`src/bridge_defines.vh`:
```
// Constants for the half-bridge PWM control block.
// Assumes inclusion by bare name from design files in the same folder.
`ifndef BRIDGE_DEFINES_VH
`define BRIDGE_DEFINES_VH
// Rate select codes
`define RATE_STOP 2'h0
`define RATE_80HZ 2'h1
`define RATE_100HZ 2'h2
`define RATE_200HZ 2'h3
// Channel assignment codes (00 = no PWM)
`define ASSIGN_NONE 2'h0
// Clock rate and PWM step counts (256 steps per period)
`define SYS_CLK_HZ 250000000
`define PWM_STEPS 256
`define STEP_80HZ (`SYS_CLK_HZ / (80 * `PWM_STEPS))
`define STEP_100HZ (`SYS_CLK_HZ / (100 * `PWM_STEPS))
`define STEP_200HZ (`SYS_CLK_HZ / (200 * `PWM_STEPS))
// Non-overlap time in ns and cycles (least time, rounded up)
`define DEAD_NS 500
`define DEAD_CYC ((`DEAD_NS * 250 + 999) / 1000)
// Reset values
`define FLAG_RESET 1'b0
`endif

```
`src/pwm_channel.v`:
```
// One PWM channel: rate prescaler, 8-bit period counter, latched duty.
// Assumes a clock enable from the parent and a synchronous clear.
`timescale 1ns/10ps
`include "bridge_defines.vh"
module pwm_channel #(
  parameter STEP_80 = `STEP_80HZ,
  parameter STEP_100 = `STEP_100HZ,
  parameter STEP_200 = `STEP_200HZ
) (
  input wire clk, // System clock
  input wire rst_b, // Async reset, active low
  input wire ce, // Clock enable
  input wire clr, // Synchronous clear
  input wire [1:0] rate, // Rate select
  input wire [7:0] duty, // Requested duty
  output reg pwm_on // PWM level
);
  reg [1:0] rate_q;
  reg [7:0] duty_q;
  reg [7:0] cnt_q;
  reg [15:0] pre_q;
  reg [15:0] step_lim;
  wire step_tick;
  wire run;

  // Prescaler limit for the rate latched at period start
  always @* begin
    case (rate_q)
      `RATE_80HZ: step_lim = STEP_80[15:0] - 16'h0001;
      `RATE_100HZ: step_lim = STEP_100[15:0] - 16'h0001;
      `RATE_200HZ: step_lim = STEP_200[15:0] - 16'h0001;
      default: step_lim = 16'h0000;
    endcase
  end
  assign run = (rate_q != `RATE_STOP);
  assign step_tick = run && (pre_q == step_lim);

  // ************************************
  // Period engine
  // ************************************
  // Rate and duty change only at a period boundary; rate 00 or clear stops the channel at once
  always @(posedge clk or negedge rst_b) begin
    if (!rst_b) begin
      rate_q <= 2'h0;
      duty_q <= 8'h00;
      cnt_q <= 8'h00;
      pre_q <= 16'h0000;
      pwm_on <= 1'b0;
    end else if (ce) begin
      if (clr || rate == `RATE_STOP) begin
        rate_q <= `RATE_STOP;
        cnt_q <= 8'h00;
        pre_q <= 16'h0000;
        pwm_on <= 1'b0;
      end else if (!run) begin
        rate_q <= rate;
        duty_q <= duty;
        cnt_q <= 8'h00;
        pre_q <= 16'h0000;
        pwm_on <= (duty != 8'h00);
      end else if (step_tick) begin
        pre_q <= 16'h0000;
        cnt_q <= cnt_q + 8'h01;
        if (cnt_q == 8'hFF) begin
          rate_q <= rate;
          duty_q <= duty;
          pwm_on <= (duty != 8'h00);
        end else begin
          pwm_on <= ((cnt_q + 8'h01) < duty_q);
        end
      end else begin
        pre_q <= pre_q + 16'h0001;
      end
    end
  end
endmodule // pwm_channel

```
`src/bridge_ctrl.v`:
```
// Twelve half-bridge gate controller with three PWM channels.
// Assumes the serial front end presents settings as plain ports, and
// EN and the supply monitors arrive asynchronously.
//
// Summary of operation
// - Logic supply power-on clears all settings and tri-states all outputs.
// - Load supply dips do not disturb stored settings.
// - Enable high gives normal mode; outputs configurable, charge pump on.
// - Enable low gives sleep; switches off, settings back to reset values.
// - Floating enable reads low, so sleep is the default.
// - Logic supply below off threshold: port ignored, logic cleared, off.
// - After supply returns, reinitialize and power reset flag reads 0.
// - Enable-low reset is reported by flag 0 once back in normal mode.
// - Mode 00 activation bit keeps its switch on until cleared.
// - Any bridge may use any of three channels with 8-bit duty.
// - Rate code 01 80Hz, 10 100Hz, 11 200Hz per channel.
// - Rate and duty changes take effect without glitches.
// - Freewheel active or passive per bridge, passive after reset.
// - Active freewheel only when both on-times exceed the dead times.
// - Active freewheel turns on the complementary switch in off phase.
// - Mode 00 with both activation bits clear holds tri-state.
// - Rate code 00 stops the channel with its PWM off.
// - Nonzero rate on a stopped channel starts a new period.
`timescale 1ns/10ps
`include "bridge_defines.vh"
module bridge_ctrl #(
  parameter NB = 12,
  parameter DEAD = `DEAD_CYC,
  parameter STEP_80 = `STEP_80HZ,
  parameter STEP_100 = `STEP_100HZ,
  parameter STEP_200 = `STEP_200HZ
) (
  input wire SYS_CLK, // System clock, 250 MHz
  input wire RST_B, // Async reset, active low
  input wire CE, // Clock enable
  input wire EN, // Enable pin (pulled low)
  input wire VDD_OK, // Logic supply above threshold
  input wire LOAD_SUPPLY_OK, // Load supply present
  input wire WR_EN, // Settings write strobe
  input wire [NB-1:0] UPPER_SWITCH_EN, // Upper activation bits
  input wire [NB-1:0] LOWER_SWITCH_EN, // Lower activation bits
  input wire [2*NB-1:0] BRIDGE_CHANNEL_ASSIGN, // Channel per bridge
  input wire [NB-1:0] FREEWHEEL_ACTIVE, // Active freewheel per bridge
  input wire [5:0] CHANNEL_RATE_SELECT, // Rate codes ch3..ch1
  input wire [23:0] CHANNEL_DUTY, // Duty ch3..ch1
  input wire FLAG_CLEAR, // Host sets flag to 1
  output wire [NB-1:0] UPPER_SWITCH, // Upper gate drive, one flop per bridge
  output wire [NB-1:0] LOWER_SWITCH, // Lower gate drive, one flop per bridge
  output reg CHARGE_PUMP_ON, // Charge pump enable
  output reg PORT_READY, // Serial port accepted
  output reg POWER_RESET_FLAG_N // Power reset flag, 0 after reset
);
  // ************************************
  // Input synchronisers
  // ************************************
  reg en_m, en_s, vdd_m, vdd_s, ld_m, ld_s;
  always @(posedge SYS_CLK or negedge RST_B) begin
    if (!RST_B) begin
      en_m <= 1'b0;
      en_s <= 1'b0;
      vdd_m <= 1'b0;
      vdd_s <= 1'b0;
      ld_m <= 1'b0;
      ld_s <= 1'b0;
    end else if (CE) begin
      en_m <= EN;
      en_s <= en_m;
      vdd_m <= VDD_OK;
      vdd_s <= vdd_m;
      ld_m <= LOAD_SUPPLY_OK;
      ld_s <= ld_m;
    end
  end

  // Logic clear: supply loss or sleep both wipe settings
  wire logic_clr = !vdd_s || !en_s;
  wire normal = vdd_s && en_s;

  // ************************************
  // Settings registers
  // ************************************
  // Load supply state is not part of the clear, so dips keep settings
  reg [NB-1:0] up_en_q, lo_en_q, fw_q;
  reg [2*NB-1:0] asg_q;
  reg [5:0] rate_q;
  reg [23:0] duty_q;
  reg flag_q;
  always @(posedge SYS_CLK or negedge RST_B) begin
    if (!RST_B) begin
      up_en_q <= {NB{1'b0}};
      lo_en_q <= {NB{1'b0}};
      fw_q <= {NB{1'b0}};
      asg_q <= {2*NB{1'b0}};
      rate_q <= 6'h00;
      duty_q <= 24'h000000;
      flag_q <= `FLAG_RESET;
    end else if (CE) begin
      if (logic_clr) begin
        up_en_q <= {NB{1'b0}};
        lo_en_q <= {NB{1'b0}};
        fw_q <= {NB{1'b0}};
        asg_q <= {2*NB{1'b0}};
        rate_q <= 6'h00;
        duty_q <= 24'h000000;
        flag_q <= `FLAG_RESET;
      end else if (WR_EN) begin
        up_en_q <= UPPER_SWITCH_EN;
        lo_en_q <= LOWER_SWITCH_EN;
        fw_q <= FREEWHEEL_ACTIVE;
        asg_q <= BRIDGE_CHANNEL_ASSIGN;
        rate_q <= CHANNEL_RATE_SELECT;
        duty_q <= CHANNEL_DUTY;
        if (FLAG_CLEAR) begin
          flag_q <= 1'b1;
        end
      end
    end
  end

  // ************************************
  // PWM channels
  // ************************************
  wire [2:0] ch_on;
  genvar c;
  generate
    for (c = 0; c < 3; c = c + 1) begin : g_ch
      pwm_channel #(
        .STEP_80(STEP_80),
        .STEP_100(STEP_100),
        .STEP_200(STEP_200)
      ) u_ch (
        .clk(SYS_CLK),
        .rst_b(RST_B),
        .ce(CE),
        .clr(logic_clr),
        .rate(rate_q[2*c+1:2*c]),
        .duty(duty_q[8*c+7:8*c]),
        .pwm_on(ch_on[c])
      );
    end
  endgenerate

  // ************************************
  // Per-bridge drive with non-overlap
  // ************************************
  // Active freewheel needs duty far enough from 0 and 255 to fit both dead times
  localparam [7:0] FW_MIN = 8'h02;
  localparam [7:0] FW_MAX = 8'hFD;
  genvar b;
  generate
    for (b = 0; b < NB; b = b + 1) begin : g_br
      wire [1:0] a = asg_q[2*b+1:2*b];
      wire use_pwm = (a != `ASSIGN_NONE);
      wire [1:0] ci = a - 2'h1;
      wire p = use_pwm ? ch_on[ci] : 1'b1;
      wire [7:0] d = duty_q[8*ci+:8];
      wire fw_ok = fw_q[b] && use_pwm && (d >= FW_MIN) && (d <= FW_MAX);
      reg want_up, want_lo;
      reg up_q, lo_q;
      reg [7:0] dead_q;
      // Each bridge owns its own output bits, so each bit has one driver
      assign UPPER_SWITCH[b] = up_q;
      assign LOWER_SWITCH[b] = lo_q;
      reg [1:0] last_q;
      // Requested switch state; tri-state when nothing is active
      always @* begin
        want_up = up_en_q[b] && p;
        want_lo = lo_en_q[b] && p;
        if (fw_ok && lo_en_q[b] && !up_en_q[b] && !p) begin
          want_up = 1'b1;
        end
        if (fw_ok && up_en_q[b] && !lo_en_q[b] && !p) begin
          want_lo = 1'b1;
        end
        if (want_up && want_lo) begin
          want_lo = 1'b0; // Both requested: keep lower off for safety
        end
        if (!normal) begin
          want_up = 1'b0;
          want_lo = 1'b0;
        end
      end
      // Any change of side waits the dead time with both off
      always @(posedge SYS_CLK or negedge RST_B) begin
        if (!RST_B) begin
          up_q <= 1'b0;
          lo_q <= 1'b0;
          dead_q <= 8'h00;
          last_q <= 2'h0;
        end else if (CE) begin
          if (want_up && last_q == 2'h2 || want_lo && last_q == 2'h1) begin
            up_q <= 1'b0;
            lo_q <= 1'b0;
            dead_q <= DEAD[7:0];
            last_q <= 2'h0;
          end else if (dead_q != 8'h00) begin
            dead_q <= dead_q - 8'h01;
          end else begin
            up_q <= want_up && ld_s;
            lo_q <= want_lo && ld_s;
            last_q <= want_up ? 2'h1 : (want_lo ? 2'h2 : last_q);
          end
        end
      end
    end
  endgenerate

  // ************************************
  // Status outputs
  // ************************************
  always @(posedge SYS_CLK or negedge RST_B) begin
    if (!RST_B) begin
      CHARGE_PUMP_ON <= 1'b0;
      PORT_READY <= 1'b0;
      POWER_RESET_FLAG_N <= 1'b0;
    end else if (CE) begin
      CHARGE_PUMP_ON <= normal;
      PORT_READY <= vdd_s;
      POWER_RESET_FLAG_N <= flag_q;
    end
  end
endmodule // bridge_ctrl

```
`config.mk`:
```
export PLATFORM = sky130hd
export DESIGN_NAME = bridge_ctrl
export DESIGN_NICKNAME = d
export VERILOG_FILES = /design/src/pwm_channel.v /design/src/bridge_ctrl.v
export VERILOG_INCLUDE_DIRS = /design/src
export SDC_FILE = /design/constraint.sdc
export NUM_CORES = 1
export LEC_CHECK = 0
export BUFFER_PORTS_ARGS = -buffer_cell sky130_fd_sc_hd__buf_2
export CAP_MARGIN = 5
export CORE_ASPECT_RATIO = 2
export CORE_UTILIZATION = 45
export CTS_CLUSTER_SIZE = 14
export DETAILED_ROUTE_END_ITERATION = 10
export PLACE_DENSITY = 0.64
export REMOVE_ABC_BUFFERS = 1
export SYNTH_ARGS = -nofsm -noshare
export SYNTH_HDL_FRONTEND = slang
export SYNTH_HIERARCHICAL = 1
export SYNTH_SLANG_ARGS = --single-unit
```
`constraint.sdc`:
```
create_clock -name SYS_CLK -period 5.65 [get_ports SYS_CLK]
set_input_delay 0.8475 -clock SYS_CLK [delete_from_list [all_inputs] [get_ports SYS_CLK]]
set_output_delay 0.8475 -clock SYS_CLK [all_outputs]
set_load 0.1 [all_outputs]
```
-- Word level (Yosys, flattened, before mapping)
Cells that the tools add are included.
- add/sub/neg operators: 30
- $lt $le $gt $ge: 39
- eq/ne operators: 63
- shift operators: 12
- muxes and demuxes: 285
- bitwise operators: 3
- reductions and logical operators: 356
- operators by type and width (operator ; count):
    $mux 8 ; 42
    $shiftx 24x6->8 ; 12
    $logic_and 1x1->1 ; 196
    $mux 1 ; 147
    $mux 16 ; 9
    $pmux 14 s3 ; 3
    $mux 2 ; 60
    $reduce_bool 8->1 ; 15
    $ge 8x2->1 const B ; 12
    $le 8x8->1 const B ; 12
    $mux 24 ; 4
    $sub 8x1->8 const B ; 12
    $mux 12 ; 6
    $reduce_bool 2->1 ; 29
    $reduce_and 2->1 ; 28
    $add 16x1->16 const B ; 3
    $eq 16x14->1 ; 3
    $reduce_and 3->1 ; 16
    $logic_not 1->1 ; 38
    $eq 2x2->1 const B ; 18
    $lt 2x3->1 const B ; 12
    $reduce_bool 3->1 ; 12
    $eq 2x1->1 const B ; 15
    $ne 2x2->1 const B ; 15
    other kinds (13) ; 69
- register bits after elaboration: 349
- input bits: 98
- output and inout port bits: 27
- logic and storage cells: 867

-- Logic depth before layout (Yosys ltp)
- word-level depth: 16
- mapped depth: 14
- depth with buffers taken out: 10

-- Hierarchy
Netlist, hierarchy kept.
- by module, submodules not included (module ; times used ; cells an instance ; area each (µm²) ; seq. area each (µm²)):
    bridge_ctrl ; 1 ; 1561 ; 14979.4 ; 6105.9
    pwm_channel (g_ch[0].u_ch ...) ; 2 ; 264 ; 2338.5 ; 875.8
    pwm_channel (g_ch[2].u_ch) ; 1 ; 226 ; 2193.4 ; 875.8

-- Worst setup path after synthesis
No wires, ideal clock.
- path type: register to register
- from: register asg_q[12]
- to: register g_br[6].dead_q[1]
- library setup time: 0.118 ns
- data arrival time: 3.067 ns
- required time: 5.532 ns
- path slack: 2.465 ns
- cell stages (with the launch flop): 13
- path buffers: 2
- period minus slack after synthesis: 3.185 ns
- cell sequence: dfrtp_1 clkbuf_1 inv_1 ha_1 buf_2 mux2_2 a221o_1 nor3b_1 o41ai_2 o31ai_1 a22o_2 o21ai_1 a21o_1
- cells in the longest elaborated chain, start to end: 16
- elaborated cells between the ends (all ways): 32
- RTL lines (item ; line ; source):
    start, declared ; bridge_ctrl.v:84 ; reg [2*NB-1:0] asg_q;
    start signal, assigned ; bridge_ctrl.v:93 ; asg_q <= {2*NB{1'b0}};
    start signal, assigned ; bridge_ctrl.v:102 ; asg_q <= {2*NB{1'b0}};
    $sub 2x1->2 ; bridge_ctrl.v:154 ; wire [1:0] ci = a - 2'h1;
    $shiftx 24x6->8 ; bridge_ctrl.v:156 ; wire [7:0] d = duty_q[8*ci+:8];
    $ge 8x2->1 ; bridge_ctrl.v:157 ; wire fw_ok = fw_q[b] && use_pwm && (d >= FW_MIN) && (d <= FW_MAX);
    $logic_and 1x1->1 (2 in a row) ; bridge_ctrl.v:157 ;
    $logic_and 1x1->1 (on tied branches) (3 in a row) ; bridge_ctrl.v:169, bridge_ctrl.v:172 ;
    $mux 1 (on tied branches) ; bridge_ctrl.v:169, bridge_ctrl.v:172 ;
    $logic_and 1x1->1 ; bridge_ctrl.v:175 ; if (want_up && want_lo) begin
    $mux 1 ; bridge_ctrl.v:175 ;
    $mux 1 ; bridge_ctrl.v:178 ; if (!normal) begin
    $logic_and 1x1->1 ; bridge_ctrl.v:191 ; if (want_up && last_q == 2'h2 || want_lo && last_q == 2'h1) begin
    $logic_or 1x1->1 * ; bridge_ctrl.v:191 ;
    $reduce_bool 2->1 (no source line) ; - ;
    $reduce_and 2->1 (no source line) ; - ;
    end signal, assigned ; bridge_ctrl.v:194 ; dead_q <= DEAD[7:0];
    end signal, assigned ; bridge_ctrl.v:197 ; dead_q <= dead_q - 8'h01;
    end, declared ; bridge_ctrl.v:160 ; reg [7:0] dead_q;
Mark *: on every way between the ends. The rest lies on a longest branch, timed or not. The select of a mux whose other input is x is not followed.
A chain may end at the register's enable or synchronous reset.

-- Worst setup path after layout
- from: register asg_q[6]
- to: register g_br[3].dead_q[1]
- cells in the longest elaborated chain, start to end: 16
- elaborated cells between the ends (all ways): 32
- RTL lines (item ; line):
    $sub 2x1->2 ; bridge_ctrl.v:154
    $shiftx 24x6->8 ; bridge_ctrl.v:156
    $ge 8x2->1 ; bridge_ctrl.v:157
    $logic_and 1x1->1 (2 in a row) ; bridge_ctrl.v:157
    $logic_and 1x1->1 (on tied branches) (3 in a row) ; bridge_ctrl.v:169, bridge_ctrl.v:172
    $mux 1 (on tied branches) ; bridge_ctrl.v:169, bridge_ctrl.v:172
    $logic_and 1x1->1 ; bridge_ctrl.v:175
    $mux 1 ; bridge_ctrl.v:175
    $mux 1 ; bridge_ctrl.v:178
    $logic_and 1x1->1 ; bridge_ctrl.v:191
    $logic_or 1x1->1 * ; bridge_ctrl.v:191
    $reduce_bool 2->1 (no source line) ; -
    $reduce_and 2->1 (no source line) ; -
    end signal, assigned ; bridge_ctrl.v:194
    end signal, assigned ; bridge_ctrl.v:197
    end, declared ; bridge_ctrl.v:160
Marks and branches as above.

==> flow_summary.yaml <==
placement:
  gp_congestion: 0.877
  dpl.hpwl_um: 40900
  portBuffers: 124
timing:
  slew_violations: 0
  tightest_slew_ps: 1130
  tns_ps: 0
  slew_headroom: 0.250
  whs_ps: 404
  min_period_ps: 3800
  finalHoldViolations: 0
  timing.final.crit_share: 0.672
  rsz0062_at_grt: "false"
  skew_ps: 23.1
  fmax_mhz: 263
  setup_violations: 0
clock_network:
  cts_resized: 0
  cts_inserted_buffers: 36
  clock_path_buffers: 3
  h-tree-depth: 2
  root_buffer: "clkbuf_16"
  cts_hold_buf: 0
  clk_pin_slew_ps: 70
  clock_sinks: 349
  cts_setup_buffers: 0
  cts_tree: "yes"
  clk_latency_ps: 550
worst_setup_path:
  path_class: "reg2reg"
  cp-end-kind: "flop"
  critPathArrivalTime_ps: 4240
  ff2ff_path_depth: 10
  worst_path_largest_cell_delay_ps: 720
  ff2ff_setup_slack_ps: 1850
  start_kind: "flop"
  crit_top_cell: "o41ai_2"
  required_ps: 6090
  slowest_stage: "ha_1"
  path_max_fanout: 16
  path_cells: "inv_1 > ha_1 > mux2_2 > a221o_1 > nor3b_1 > o41ai_2 > o41ai_2 > a22o_2 > o21ai_1 > o2bb2ai_1"
drt:
  via_count: 18161
  wl_per_cell_um: 19.8
  drt-initial-drc-count: 1094
  dr.pass1.iters: 6
  wl_um: 59200
  ant_nets: 0
  drc: 0
  routed_via_density: 6.07
global_routing:
  grt.total_usage: 0.246
  grt_pass1_wl_um: 96800
  grt_pass1_vias: 18786
  grt_max_degree: 137
  grt-ovfl-total: 0
  antenna_found_initial: 4
floorplanning:
  rows: 113
  die_h_um: 314
  io_pins: 125
  start_util: 0.459
  die_w_um: 158
  die-area_um2: 49500
  core_area_um2: 47600
yosys:
  synth-seq-cells: 349
  ys.flop_type: "dfrtp_1"
  synth_cell_type_count: 83
  syn_inst: 2315
  yosys-top-cells-count: "349 x dfrtp_1, 188 x nand2_1, 128 x inv_1, 128 x nor2_1, 107 x o21ai_0"
  avgSynthCellArea_um2: 9.44
  synthTopCellsByArea: "dfrtp_1 40%, ha_1 4.1%, a22o_1 4.0%"
  synth_top_cell_area_share: 0.400
  ys_async_sr_fraction: 1.00
  yosysWarnings: 6
  synth-edff-count: 0
  yosysSeqAreaShare: 0.400
  synth.most_common_cell: "dfrtp_1"
  synthesis.area_um2: 21800
  yosysTopAreaCell: "dfrtp_1"
pwr:
  p_leak_nw: 10.4
  vdd_drop_max_uv: 297
  p_per_area_nw_per_um2: 328
cells_and_area:
  syn_to_final_growth_pct: 9.33
  layout.nets: 2499
  drive_gt1_frac: 0.140
worst_hold_path:
  hold_path.class: "in2async"
run_status:
  outcome: "finished clean"
job:
  cap_violations: 0
[worst paths after layout]
kind                              startpoint           endpoint
max                                 asg_q[6]  g_br[3].dead_q[1]
min                                    RST_B  g_br[7].dead_q[3]
max reg2reg                         asg_q[6]  g_br[3].dead_q[1]
min reg2reg                g_br[2].dead_q[1]  g_br[2].dead_q[1]
max in group asynchronous              RST_B  g_br[0].dead_q[7]
min in group SYS_CLK       g_br[2].dead_q[1]  g_br[2].dead_q[1]
[layout make-up]
type	count	area (um2)
multi-input combinational	1671	11800
sequential	349	8730
timing repair buffer	142	797
inverter	129	484
tap	632	791
clock buffer	48	1050
fill	4379	23800
clock inverter	16	200
antenna	3	7.51
[cell usage in the layout (no fill, tap or decap), types with 28 or more instances in the layout]
| master | n |
|---|---|
| nand3_1 | 90 |
| mux2i_1 | 60 |
| o21ai_0 | 107 |
| mux2_2 | 64 |
| clkbuf_16 | 37 |
| buf_2 | 122 |
| nor3_1 | 58 |
| a22oi_1 | 43 |
| a22o_1 | 99 |
| nand4_1 | 49 |
| a21oi_1 | 72 |
| nor4_1 | 28 |
| nand2_1 | 188 |
| xnor2_1 | 72 |
| o2bb2ai_1 | 28 |
| nor2_1 | 128 |
| ha_1 | 72 |
| xor2_1 | 51 |
| inv_1 | 128 |
| nand3b_1 | 52 |
| dfrtp_1 | 349 |
| and3_1 | 40 |
| nor2b_1 | 35 |
[metrics by stage]
step | setup slack, ps | total power [mW] | instance area (um2) | utilization | std cells
final | 1850 | 7.84 | 23900 | 0.501 | 2990
after global routing | 1590 | 8.29 | 23900 | 0.501 | 2990
after CTS | 1900 | 7.90 | 23900 | 0.501 | 2987
after detailed placement | 1930 | 5.30 | 22600 | 0.475 | 2923
after global placement | 2090 | 5.22 | 22600 | 0.475 | 2923
after floorplan | 174 | 4.73 | 21000 | - | 2149
[kinds of logic (layout without fill, tap and decap cells)]
group | after synthesis | after routing | synth area share
xor+xnor | 123 | 123 | 0.0493
fa+ha+maj | 72 | 72 | 0.0412
buf+inv | 295 | 335 | 0.0597
simple gates | 784 | 784 | 0.191
other cells | 0 | 3 | 0
mux | 133 | 133 | 0.0653
compound gates | 559 | 559 | 0.194
flops | 349 | 349 | 0.400
[metal layers]
metal | track usage | part of all wire | vias to the layer above
met5 | 0 | 0.00022 | -
met4 | 0.132 | 0.054 | 2
met3 | 0.0307 | 0.045 | 181
met2 | 0.449 | 0.52 | 509
met1 | 0.272 | 0.38 | 9002
li1 | - | - | 8467
[report_power, final]
part | internal, mW | switching [mW] | leakage (nW)
sequential | 2.94 | 0.474 | 4.51
combinational | 0.804 | 1.06 | 5.24
clock | 1.49 | 1.07 | 0.620
[sequential cells by signal, summed over array words and instances (netlist names), 3 cells and up]
| name | flops |
|---|---|
| duty_q | 24 |
| g_ch.u_ch/rate_q | 6 |
| rate_q | 6 |
| g_ch.u_ch/duty_q | 24 |
| fw_q | 12 |
| g_br.last_q | 24 |
| g_br.lo_q | 12 |
| g_ch.u_ch/pre_q | 48 |
| asg_q | 24 |
| g_ch.u_ch/cnt_q | 24 |
| g_br.dead_q | 96 |
| g_br.up_q | 12 |
| g_ch.u_ch/pwm_on | 3 |
| lo_en_q | 12 |
| up_en_q | 12 |
[worst max-delay path: cells and delay by family, from the launching register on]
kind                     cells  cell delay [ps]
flip-flops                   1              490
multiplexers                 1              400
buffers and inverters        1              190
AO/OA/AOI/OAI                6             1630
adder cells (fa/ha/maj)      1              720
AND/OR/NAND/NOR              1              240
Power figures use the tool's default switching activity.
